**src/inc/path_select_defines.svh**
```systemverilog
`ifndef PATH_SELECT_DEFINES_SVH
`define PATH_SELECT_DEFINES_SVH
`define ADDR_W 8
`define DATA_W 32
`define PW_W 16
`define CW_W 16
`define STATUS_W 11
`define OFF_PATH_CFG 8'h00
`define OFF_CTRL_WORD 8'h04
`define OFF_SET_PW 8'h08
`define OFF_ENTER_PW 8'h0c
`define OFF_ACCESS 8'h10
`define OFF_STATUS 8'h14
`define CW_CMD_BIT 0
`define CW_REF_BIT 1
`define CW_TK_BIT 11
`define ACC_RUN_BIT 0
`define PW_NONE 16'h0000
`define PW_RESET 16'h0000
`define CW_RESET 16'h0000
`define RESP_OKAY 2'h0
`define RESP_SLVERR 2'h2
`define RESP_DECERR 2'h3
`define ZERO32 32'h0000_0000
`endif

```
**src/inc/path_select_pkg.sv**
```systemverilog
package path_select_pkg;
  typedef enum logic [2:0] {
    cfg_keypad_both = 3'b000,
    cfg_terminal_both = 3'b001,
    keypad_cmd_terminal_ref = 3'b010,
    terminal_cmd_keypad_ref = 3'b011,
    switch_by_input = 3'b100,
    switch_by_function_key = 3'b101,
    switch_by_serial_bit = 3'b110
  } path_cfg_e;
  typedef enum logic [1:0] {
    src_keypad = 2'b00,
    src_terminal = 2'b01,
    src_serial = 2'b10
  } src_e;
  typedef enum logic [2:0] {
    status_keypad_both = 3'b000,
    status_terminal_both = 3'b001,
    status_keypad_cmd_terminal_ref = 3'b010,
    status_terminal_cmd_keypad_ref = 3'b011,
    status_serial_partial = 3'b100,
    status_serial_complete = 3'b101
  } status_e;
endpackage

```
**src/design/drive_control_path_select.sv**
```systemverilog
// Added by the designer: the AXI4-Lite slave port and the placing of the registers.
`timescale 1ns/1ps
`include "path_select_defines.svh"
module drive_control_path_select (
  input wire logic core_clk,
  input wire logic reset,
  input wire logic switch_input_pin,
  input wire logic serial_override_input,
  input wire logic function_key_pin,
  input wire logic drive_running,
  input wire logic inactivity_revert,
  input wire logic param_mode_request,
  input wire logic [`ADDR_W-1:0] awaddr,
  input wire logic awvalid,
  output logic awready,
  input wire logic [`DATA_W-1:0] wdata,
  input wire logic [3:0] wstrb,
  input wire logic wvalid,
  output logic wready,
  output logic [1:0] bresp,
  output logic bvalid,
  input wire logic bready,
  input wire logic [`ADDR_W-1:0] araddr,
  input wire logic arvalid,
  output logic arready,
  output logic [`DATA_W-1:0] rdata,
  output logic [1:0] rresp,
  output logic rvalid,
  input wire logic rready,
  output path_select_pkg::src_e freq_ref_src_q,
  output path_select_pkg::src_e cmd_src_q,
  output path_select_pkg::status_e path_status_q,
  output logic param_mode_q,
  output logic prompt_q
);
  logic [2:0] pin_meta_q;
  logic [2:0] pin_sync_q;
  logic sw_s;
  logic ovr_s;
  logic fkey_s;
  logic fkey_prev_q;
  logic fkey_rise;
  logic fkey_sel_q;
  path_select_pkg::path_cfg_e path_cfg_q;
  logic [`CW_W-1:0] ctrl_word_q;
  logic [`PW_W-1:0] set_pw_q;
  logic acc_run_q;
  logic unlocked_q;
  logic aw_full_q;
  logic w_full_q;
  logic [`ADDR_W-1:0] wa_q;
  logic [`DATA_W-1:0] wd_q;
  logic [3:0] ws_q;
  logic sec_en;
  logic cfg_ok;
  logic wr_fire;
  logic pw_confirm;
  logic pw_match;
  logic [1:0] wr_resp;
  logic [`DATA_W-1:0] rd_word;
  logic cmd_ser;
  logic ref_ser;
  logic both_sel;
  path_select_pkg::src_e base_cmd;
  path_select_pkg::src_e base_ref;
  path_select_pkg::src_e next_cmd;
  path_select_pkg::src_e next_ref;
  path_select_pkg::status_e next_status;

  // Decoded register offsets
  function automatic logic reg_known(input logic [`ADDR_W-1:0] a);
    reg_known = (a == `OFF_PATH_CFG) || (a == `OFF_CTRL_WORD) || (a == `OFF_SET_PW) ||
                (a == `OFF_ENTER_PW) || (a == `OFF_ACCESS) || (a == `OFF_STATUS);
  endfunction

  // Offsets guarded by the lock
  function automatic logic reg_guarded(input logic [`ADDR_W-1:0] a);
    reg_guarded = (a == `OFF_PATH_CFG) || (a == `OFF_SET_PW) || (a == `OFF_ACCESS);
  endfunction

  // Byte-lane merge of a 16-bit register
  function automatic logic [15:0] merge16(input logic [15:0] old, input logic [31:0] d,
                                          input logic [3:0] s);
    merge16 = old;
    if (s[0]) merge16[7:0] = d[7:0];
    if (s[1]) merge16[15:8] = d[15:8];
  endfunction

  // Two-flop synchronisers for pin inputs
  always_ff @(posedge core_clk) begin
    if (reset) begin
      pin_meta_q <= 3'h0;
      pin_sync_q <= 3'h0;
    end else begin
      pin_meta_q <= {function_key_pin, serial_override_input, switch_input_pin};
      pin_sync_q <= pin_meta_q;
    end
  end
  assign sw_s = pin_sync_q[0];
  assign ovr_s = pin_sync_q[1];
  assign fkey_s = pin_sync_q[2];
  assign fkey_rise = fkey_s && !fkey_prev_q;

  // Function-key toggle of combined source
  always_ff @(posedge core_clk) begin
    if (reset) begin
      fkey_prev_q <= 1'b0;
      fkey_sel_q <= 1'b0;
    end else begin
      fkey_prev_q <= fkey_s;
      if (fkey_rise && path_cfg_q == path_select_pkg::switch_by_function_key) begin
        fkey_sel_q <= !fkey_sel_q;
      end
    end
  end

  // Security and write permission
  assign sec_en = set_pw_q != `PW_NONE;
  assign cfg_ok = !sec_en || (unlocked_q && (acc_run_q || !drive_running));
  assign wr_fire = aw_full_q && w_full_q && !bvalid;
  assign pw_confirm = wr_fire && (wa_q == `OFF_ENTER_PW);
  assign pw_match = wd_q[`PW_W-1:0] == set_pw_q;

  // Write response decision
  always_comb begin
    if (!reg_known(wa_q)) wr_resp = `RESP_DECERR;
    else if (wa_q == `OFF_STATUS) wr_resp = `RESP_SLVERR;
    else if (reg_guarded(wa_q) && !cfg_ok) wr_resp = `RESP_SLVERR;
    else wr_resp = `RESP_OKAY;
  end

  // Configuration registers
  always_ff @(posedge core_clk) begin
    if (reset) begin
      path_cfg_q <= path_select_pkg::cfg_keypad_both;
      set_pw_q <= `PW_RESET;
      acc_run_q <= 1'b0;
    end else if (wr_fire && wr_resp == `RESP_OKAY) begin
      if (wa_q == `OFF_PATH_CFG && ws_q[0]) path_cfg_q <= path_select_pkg::path_cfg_e'(wd_q[2:0]);
      if (wa_q == `OFF_SET_PW) set_pw_q <= merge16(set_pw_q, wd_q, ws_q);
      if (wa_q == `OFF_ACCESS && ws_q[0]) acc_run_q <= wd_q[`ACC_RUN_BIT];
    end
  end

  // Serial control word, writable at any time
  always_ff @(posedge core_clk) begin
    if (reset) begin
      ctrl_word_q <= `CW_RESET;
    end else if (wr_fire && wa_q == `OFF_CTRL_WORD) begin
      ctrl_word_q <= merge16(ctrl_word_q, wd_q, ws_q);
    end
  end

  // Unlock state; a match wins over a revert
  always_ff @(posedge core_clk) begin
    if (reset) begin
      unlocked_q <= 1'b0;
    end else if (pw_confirm && pw_match) begin
      unlocked_q <= 1'b1;
    end else if (pw_confirm || inactivity_revert) begin
      unlocked_q <= 1'b0;
    end
  end

  // Parameter mode entry with password prompt
  always_ff @(posedge core_clk) begin
    if (reset) begin
      param_mode_q <= 1'b0;
      prompt_q <= 1'b0;
    end else if (param_mode_request && !param_mode_q) begin
      if (!sec_en || unlocked_q) param_mode_q <= 1'b1;
      else prompt_q <= 1'b1;
    end else if (prompt_q && pw_confirm) begin
      prompt_q <= 1'b0;
      param_mode_q <= pw_match;
    end else if (inactivity_revert) begin
      param_mode_q <= 1'b0;
      prompt_q <= 1'b0;
    end
  end

  // Source selection from setting, serial bits and override
  always_comb begin
    both_sel = 1'b0;
    base_cmd = path_select_pkg::src_keypad;
    base_ref = path_select_pkg::src_keypad;
    unique case (path_cfg_q)
      path_select_pkg::cfg_keypad_both: both_sel = 1'b0;
      path_select_pkg::cfg_terminal_both: both_sel = 1'b1;
      path_select_pkg::keypad_cmd_terminal_ref: base_ref = path_select_pkg::src_terminal;
      path_select_pkg::terminal_cmd_keypad_ref: base_cmd = path_select_pkg::src_terminal;
      path_select_pkg::switch_by_input: both_sel = sw_s;
      path_select_pkg::switch_by_function_key: both_sel = fkey_sel_q;
      path_select_pkg::switch_by_serial_bit: both_sel = ctrl_word_q[`CW_TK_BIT];
      default: both_sel = 1'b0;
    endcase
    if (both_sel) begin
      base_cmd = path_select_pkg::src_terminal;
      base_ref = path_select_pkg::src_terminal;
    end
    cmd_ser = ctrl_word_q[`CW_CMD_BIT] && !ovr_s;
    ref_ser = ctrl_word_q[`CW_REF_BIT] && !ovr_s;
    next_cmd = cmd_ser ? path_select_pkg::src_serial : base_cmd;
    next_ref = ref_ser ? path_select_pkg::src_serial : base_ref;
    if (cmd_ser && ref_ser) next_status = path_select_pkg::status_serial_complete;
    else if (cmd_ser || ref_ser) next_status = path_select_pkg::status_serial_partial;
    else if (base_cmd == base_ref && base_cmd == path_select_pkg::src_keypad)
      next_status = path_select_pkg::status_keypad_both;
    else if (base_cmd == base_ref) next_status = path_select_pkg::status_terminal_both;
    else if (base_cmd == path_select_pkg::src_keypad)
      next_status = path_select_pkg::status_keypad_cmd_terminal_ref;
    else next_status = path_select_pkg::status_terminal_cmd_keypad_ref;
  end

  // Registered active-source indicators
  always_ff @(posedge core_clk) begin
    if (reset) begin
      cmd_src_q <= path_select_pkg::src_keypad;
      freq_ref_src_q <= path_select_pkg::src_keypad;
      path_status_q <= path_select_pkg::status_keypad_both;
    end else begin
      cmd_src_q <= next_cmd;
      freq_ref_src_q <= next_ref;
      path_status_q <= next_status;
    end
  end

  // Write address channel
  always_ff @(posedge core_clk) begin
    if (reset) begin
      awready <= 1'b0;
      aw_full_q <= 1'b0;
      wa_q <= 8'h00;
    end else begin
      awready <= awvalid && !aw_full_q && !awready;
      if (awvalid && awready) begin
        aw_full_q <= 1'b1;
        wa_q <= awaddr;
      end else if (wr_fire) begin
        aw_full_q <= 1'b0;
      end
    end
  end

  // Write data channel
  always_ff @(posedge core_clk) begin
    if (reset) begin
      wready <= 1'b0;
      w_full_q <= 1'b0;
      wd_q <= `ZERO32;
      ws_q <= 4'h0;
    end else begin
      wready <= wvalid && !w_full_q && !wready;
      if (wvalid && wready) begin
        w_full_q <= 1'b1;
        wd_q <= wdata;
        ws_q <= wstrb;
      end else if (wr_fire) begin
        w_full_q <= 1'b0;
      end
    end
  end

  // Write response channel
  always_ff @(posedge core_clk) begin
    if (reset) begin
      bvalid <= 1'b0;
      bresp <= `RESP_OKAY;
    end else if (wr_fire) begin
      bvalid <= 1'b1;
      bresp <= wr_resp;
    end else if (bready && bvalid) begin
      bvalid <= 1'b0;
    end
  end

  // Read data selection; passwords read as zero
  always_comb begin
    rd_word = `ZERO32;
    unique case (araddr)
      `OFF_PATH_CFG: rd_word[2:0] = path_cfg_q;
      `OFF_CTRL_WORD: rd_word[`CW_W-1:0] = ctrl_word_q;
      `OFF_ACCESS: rd_word[`ACC_RUN_BIT] = acc_run_q;
      `OFF_STATUS: rd_word[`STATUS_W-1:0] = {unlocked_q, sec_en, prompt_q, param_mode_q,
                                            path_status_q, cmd_src_q, freq_ref_src_q};
      default: rd_word = `ZERO32;
    endcase
  end

  // Read channel
  always_ff @(posedge core_clk) begin
    if (reset) begin
      arready <= 1'b0;
      rvalid <= 1'b0;
      rdata <= `ZERO32;
      rresp <= `RESP_OKAY;
    end else begin
      arready <= arvalid && !arready && !rvalid;
      if (arvalid && arready) begin
        rvalid <= 1'b1;
        rdata <= rd_word;
        rresp <= reg_known(araddr) ? `RESP_OKAY : `RESP_DECERR;
      end else if (rready && rvalid) begin
        rvalid <= 1'b0;
      end
    end
  end
endmodule

```
**config.mk**
```make
export PLATFORM = sky130hd
export DESIGN_NAME = drive_control_path_select
export DESIGN_NICKNAME = d
export VERILOG_FILES = /design/src/inc/path_select_pkg.sv /design/src/design/drive_control_path_select.sv
export VERILOG_INCLUDE_DIRS = /design/src /design/src/inc
export SDC_FILE = /design/constraint.sdc
export NUM_CORES = 1
export LEC_CHECK = 0
export ABC_AREA = 1
export CORE_ASPECT_RATIO = 1.1
export CORE_UTILIZATION = 25
export DETAILED_ROUTE_END_ITERATION = 6
export DONT_BUFFER_PORTS = 1
export GPL_TIMING_DRIVEN = 0
export PLACE_DENSITY = 0.44
export SLEW_MARGIN = 25
export SYNTH_ARGS = -nofsm -noshare
export SYNTH_HDL_FRONTEND = slang
export SYNTH_SLANG_ARGS = --single-unit
```
**constraint.sdc**
```tcl
create_clock -name core_clk -period 1.9 [get_ports core_clk]
set_clock_uncertainty 0.2 [all_clocks]
set_input_delay 0.095 -clock core_clk [delete_from_list [all_inputs] [get_ports core_clk]]
set_output_delay 0.095 -clock core_clk [all_outputs]
set_load 0.1 [all_outputs]
```
Yosys cells after proc, flatten, opt, wreduce, memory -nomap -nowiden --
Cells that the tools add are included.
Word-level totals: register bits after elaboration 107, output and inout port bits 50, logic and storage cells 170
Cells by class: eq/ne operators 20, multiplexer cells 36, reduce and logical (&&, ||, !) cells 82
Operators by type and width (number):
- == test 8 x 4 -> 1 bit, second input constant | 4
- == test 8 x 5 -> 1 bit, second input constant | 4
- logical AND 1 bit | 29
- two-way mux 2 bit | 10
- two-way mux 1 bit | 19
- logical OR 1 bit | 17
- == test 16 bit | 1
- == test 8 x 3 -> 1 bit, second input constant | 2
- logical NOT 8 bit | 2
- case mux 8 bit (2 select lines) | 1
- nonzero test 16 bit | 1
- logical NOT 1 bit | 14
- AND reduction 2 bit | 6
- nonzero test 2 bit | 5
- == test 3 bit, second input constant | 3
- case mux 1 bit (4 select lines) | 2
- == test 3 x 2 -> 1 bit, second input constant | 2
- two-way mux 3 bit | 2
- case mux 2 bit (3 select lines) | 1
- AND reduction 3 bit | 2
- two-way mux 5 bit | 1
- OR reduction 5 bit | 1
- logical NOT 2 bit | 2
- OR reduction 2 bit | 2
- other kinds (5) | 5

Longest topological paths before layout --
depth in word-level cells 12, depth in mapped cells 11, depth with buffers taken out 11

Worst setup path after synthesis --
OpenSTA, ideal clock, no wires.
kind reg-to-reg, from register arready, to register rresp[0], arrival 1.927 ns, path slack -0.299 ns, stages on the path, launching flop included 6, path buffers 1, period minus slack after synthesis 2.199 ns, path through dfxtp_1 nand2_1 clkinv_1 clkbuf_1 o21ai_0 a21oi_1
Between the ends: cells in the longest elaborated chain, start to end 1
Ends and longest elaborated chain:
- start, declared | RTL line drive_control_path_select.sv:25 | output logic arready,
- start signal, assigned | RTL line drive_control_path_select.sv:298 | arready <= arvalid && !arready && !rvalid;
- logical AND 1 bit | RTL line drive_control_path_select.sv:299 | if (arvalid && arready) begin
- end signal, assigned | RTL line drive_control_path_select.sv:296 | rresp <= `RESP_OKAY;
- end signal, assigned | RTL line drive_control_path_select.sv:302 | rresp <= reg_known(araddr) ? `RESP_OKAY : `RESP_DECERR;
- end, declared | RTL line drive_control_path_select.sv:27 | output logic [1:0] rresp,
No other way between the ends. A chain may end at the register's enable or synchronous reset.

Final worst setup path --
from register arready, to register rdata[13]
Between the ends: cells in the longest elaborated chain, start to end 1
Ends and longest elaborated chain:
- logical AND 1 bit | RTL line drive_control_path_select.sv:299
- end signal, assigned | RTL line drive_control_path_select.sv:295 | rdata <= `ZERO32;
- end signal, assigned | RTL line drive_control_path_select.sv:301 | rdata <= rd_word;
- end, declared | RTL line drive_control_path_select.sv:26 | output logic [`DATA_W-1:0] rdata,
No other way between the ends.

==> flow_summary_export.csv <==
group,metric,value,unit
outcome,status,"finished clean",
power_and_ir_drop,leakage,0.002658,uW
synthesis,synth_edf_count,0,
timing,worstMarginPinSlew,1.032,ns
die,rows,53,
global_routing,antenna_found_initial,0,
routing,viasPerCell,4.342,
synthesis,synth-seq-cells,106,
layout,final_core_util,32.10,%
timing,layout_min_cycle_time,1.735,ns
worst_setup_path,rr_worst_depth,5,
synthesis,synth_top_area_share,42.42,%
worst_setup_path,crit_path_max_fanout,10,
layout,layout-drive-gt1-share,13.46,%
power_and_ir_drop,p_comb_share,11.6,%
hold_path,min_from,"reset",
routing,drt_wl_total,14800,um
global_routing,grt_max_degree,18,
layout,area_delta_synth_final,24.26,%
job,drv_cap,0,
die,die_h,150.4,um
synthesis,ys.flop_type,"dfxtp_1",
synthesis,yosysWarnings,0,
global_routing,overflow,0,
synthesis,synthTopCellsByArea,"dfxtp_1 (42%), nand2_1 (12%), inv_1 (7.6%)",
worst_setup_path,cp.arrival,1.82,ns
hold_path,min_path_type,"in2reg",
worst_setup_path,required,1.99,ns
synthesis,yosysUniqueCellTypes,32,
placement,gp_congestion,0.7788,
worst_setup_path,reg2reg_to,"rdata[13]$_SDFFE_PP0P_",
routing,wl_per_cell,14.41,um
die,coreArea,19360,sq um
clocking,htreeDepth,3,
layout,mostFrequentLayoutCells,"nand2_1 (164), inv_1 (101), dfxtp_1 (98)",
clocking,clock_latency,0.35,ns
synthesis,avgSynthCellArea,7.106,sq um
timing,max_freq,576.5,MHz
worst_setup_path,reg2reg_setup_slack,0.17,ns
global_routing,grt_pass1_wl,23520,um
synthesis,syn_area,5002,sq um
power_and_ir_drop,vdd_drop_max,0.0005045,V
timing,finalSetupViolations,0,
routing,drt_iter0_drc,210,
routing,first_pass_iters,4,
synthesis,async_flop_share,0,%
synthesis,syn_inst,704,
global_routing,track_usage,15.22,%
die,pin_count,115,
clocking,clock-root-buffer,"clkbuf_16",
routing,drc,0,
power_and_ir_drop,switching_share,28.83,%
worst_setup_path,r2r_start,"arready$_SDFF_PP0_",
clocking,path_clk_slew,0.08,ns
worst_setup_path,start_kind,"register",
die,start_util,25.83,%
routing,vias,4459,
power_and_ir_drop,p_seq_share,46.9,%
synthesis,yosysTopAreaCell,"dfxtp_1",
worst_setup_path,endpoint,"rdata[13]$_SDFFE_PP0P_",
die,die_area,20580,sq um
die,fp.dieW,136.9,um
power_and_ir_drop,p_switching,1524,uW
synthesis,ys_seq_area_share,42.42,%
clocking,cts.path.max_buffers,2,
clocking,cts_tree,"built",
worst_setup_path,crit_type,"reg2reg",
worst_setup_path,crit_start,"arready$_SDFF_PP0_",
global_routing,grt_pass1_vias,4286,
timing,drv_slew,0,
worst_setup_path,end_kind,"register",
power_and_ir_drop,power-per-cell-area,850.4,nW/um^2
power_and_ir_drop,totalPowerFinal,5286,uW
clocking,cts_sinks,106,
routing,drt.antenna.violating_nets,0,
timing,hold_viol,0,
layout,layout.nets,841,
timing,slew_headroom,31.10,%
timing,fin_hold_ws,0.005910,ns
power_and_ir_drop,power_frac_clock,41.5,%
placement,hpwl,11170,um
placement,io_buffers,0,
timing,fin_crit_sh,91.30,%
clocking,numCtsBuffers,9,
power_and_ir_drop,intPower,3762,uW
layout,layout_commonest_cell,"nand2_1",
layout,diodes,0,
layout make-up:
type	instances	area, sq um
Buffer	39	254.0
Clock buffer	10	229.0
Clock inverter	6	113.9
Fill cell	2160	13150
Inverter	107	404.1
Multi-Input combinational cell	467	2313
Sequential cell	106	2142
Tap cell	247	309.0
Timing Repair Buffer	45	450.4
how the worst min path moves through the flow:
stage | to | slack, ns | depth (start not counted)
after global placement | pin_meta_q[2]$_SDFF_PP0_ | 0.01 | 2
after global routing | pin_sync_q[1]$_SDFF_PP0_ | 0.03 | 2
after floorplan | pin_meta_q[0]$_SDFF_PP0_ | 0.002 | 2
final | pin_sync_q[1]$_SDFF_PP0_ | 0.006 | 2
after CTS | pin_sync_q[1]$_SDFF_PP0_ | 0.02 | 2
after detailed placement | pin_meta_q[0]$_SDFF_PP0_ | 0.01 | 2
cells in the mapped netlist (all sizes together) (2+ instances only):
cell type  count
a21oi         61
and3           2
buf           25
clkbuf        14
clkinv         2
dfxtp        106
inv          105
nand2        170
nand3         24
nand4         22
nor2          94
nor3           6
o211ai         4
o21ai         61
o311ai         2
power by group through the flow:
| stage | clock network (uW) | logic (uW) | registers [uW] |
|---|---|---|---|
| after detailed placement | 0 | 542 | 2540 |
| after global placement | 0 | 541 | 2540 |
| after CTS | 2240 | 618 | 2480 |
| after floorplan | 0 | 444 | 2520 |
| after global routing | 2350 | 672 | 2490 |
| final | 2190 | 611 | 2480 |
cell families (layout without fill, tap and decap cells):
logic type / count (synthesis) / count (layout) / synth area share, %
AOI/OAI and AO/OA: 131 / 131 / 13.63
xor gates and xnor gates: 1 / 1 / 0.1751
adders and majority gates: 1 / 1 / 0.2501
buffers and inverters: 146 / 207 / 13.06
DFF: 106 / 106 / 42.42
other: 1 / 16 / 0.07497
and+or+nand+nor: 318 / 318 / 30.39
worst max-delay path: stages (launching register included):
cell,delay (ns)
dfxtp_4,0.55
nand2_2,0.21
clkinv_2,0.19
buf_2,0.25
o21ai_0,0.12
a21oi_1,0.15
registers in the layout, indices dropped and copies added, names as in the netlist, 3 cells and up:
| register | flops |
|---|---|
| rdata | 16 |
| wd_q | 16 |
| pin_meta_q | 3 |
| set_pw_q | 16 |
| path_status_q | 3 |
| path_cfg_q | 3 |
| wa_q | 8 |
| ctrl_word_q | 16 |
| pin_sync_q | 3 |
metal layers:
metal | vias up | GRT usage, % | share of wire, %
met5 | - | 0 | 0
met4 | 0 | 3.626 | 0.84
met3 | 5 | 3.973 | 5.0
met2 | 97 | 25.38 | 48
met1 | 2027 | 19.47 | 47
li1 | 2330 | - | -
metrics by stage:
step | worst slack, ns | instances | TNS (ns) | instance area, sq um
global route | -0.006799 | 1027 | -0.006799 | 6216
detailed placement | -0.4958 | 966 | -5.799 | 5374
global placement | -0.4958 | 966 | -6.005 | 5374
finish | 0.1653 | 1027 | 0 | 6216
CTS | 0.01115 | 1027 | 0 | 6188
floorplan | 0.08682 | 719 | 0 | 5065
timing repair:
item                                    in CTS  in global routing
resized for setup                           10                 13
hold buffers                                45                  0
endpoints found under the hold margin       45                  0
pin swaps                                    0                  1
buffers inserted                             0                  0
endpoints found under the setup margin      30                 28
Note: power is estimated with default switching activity, not from simulation.
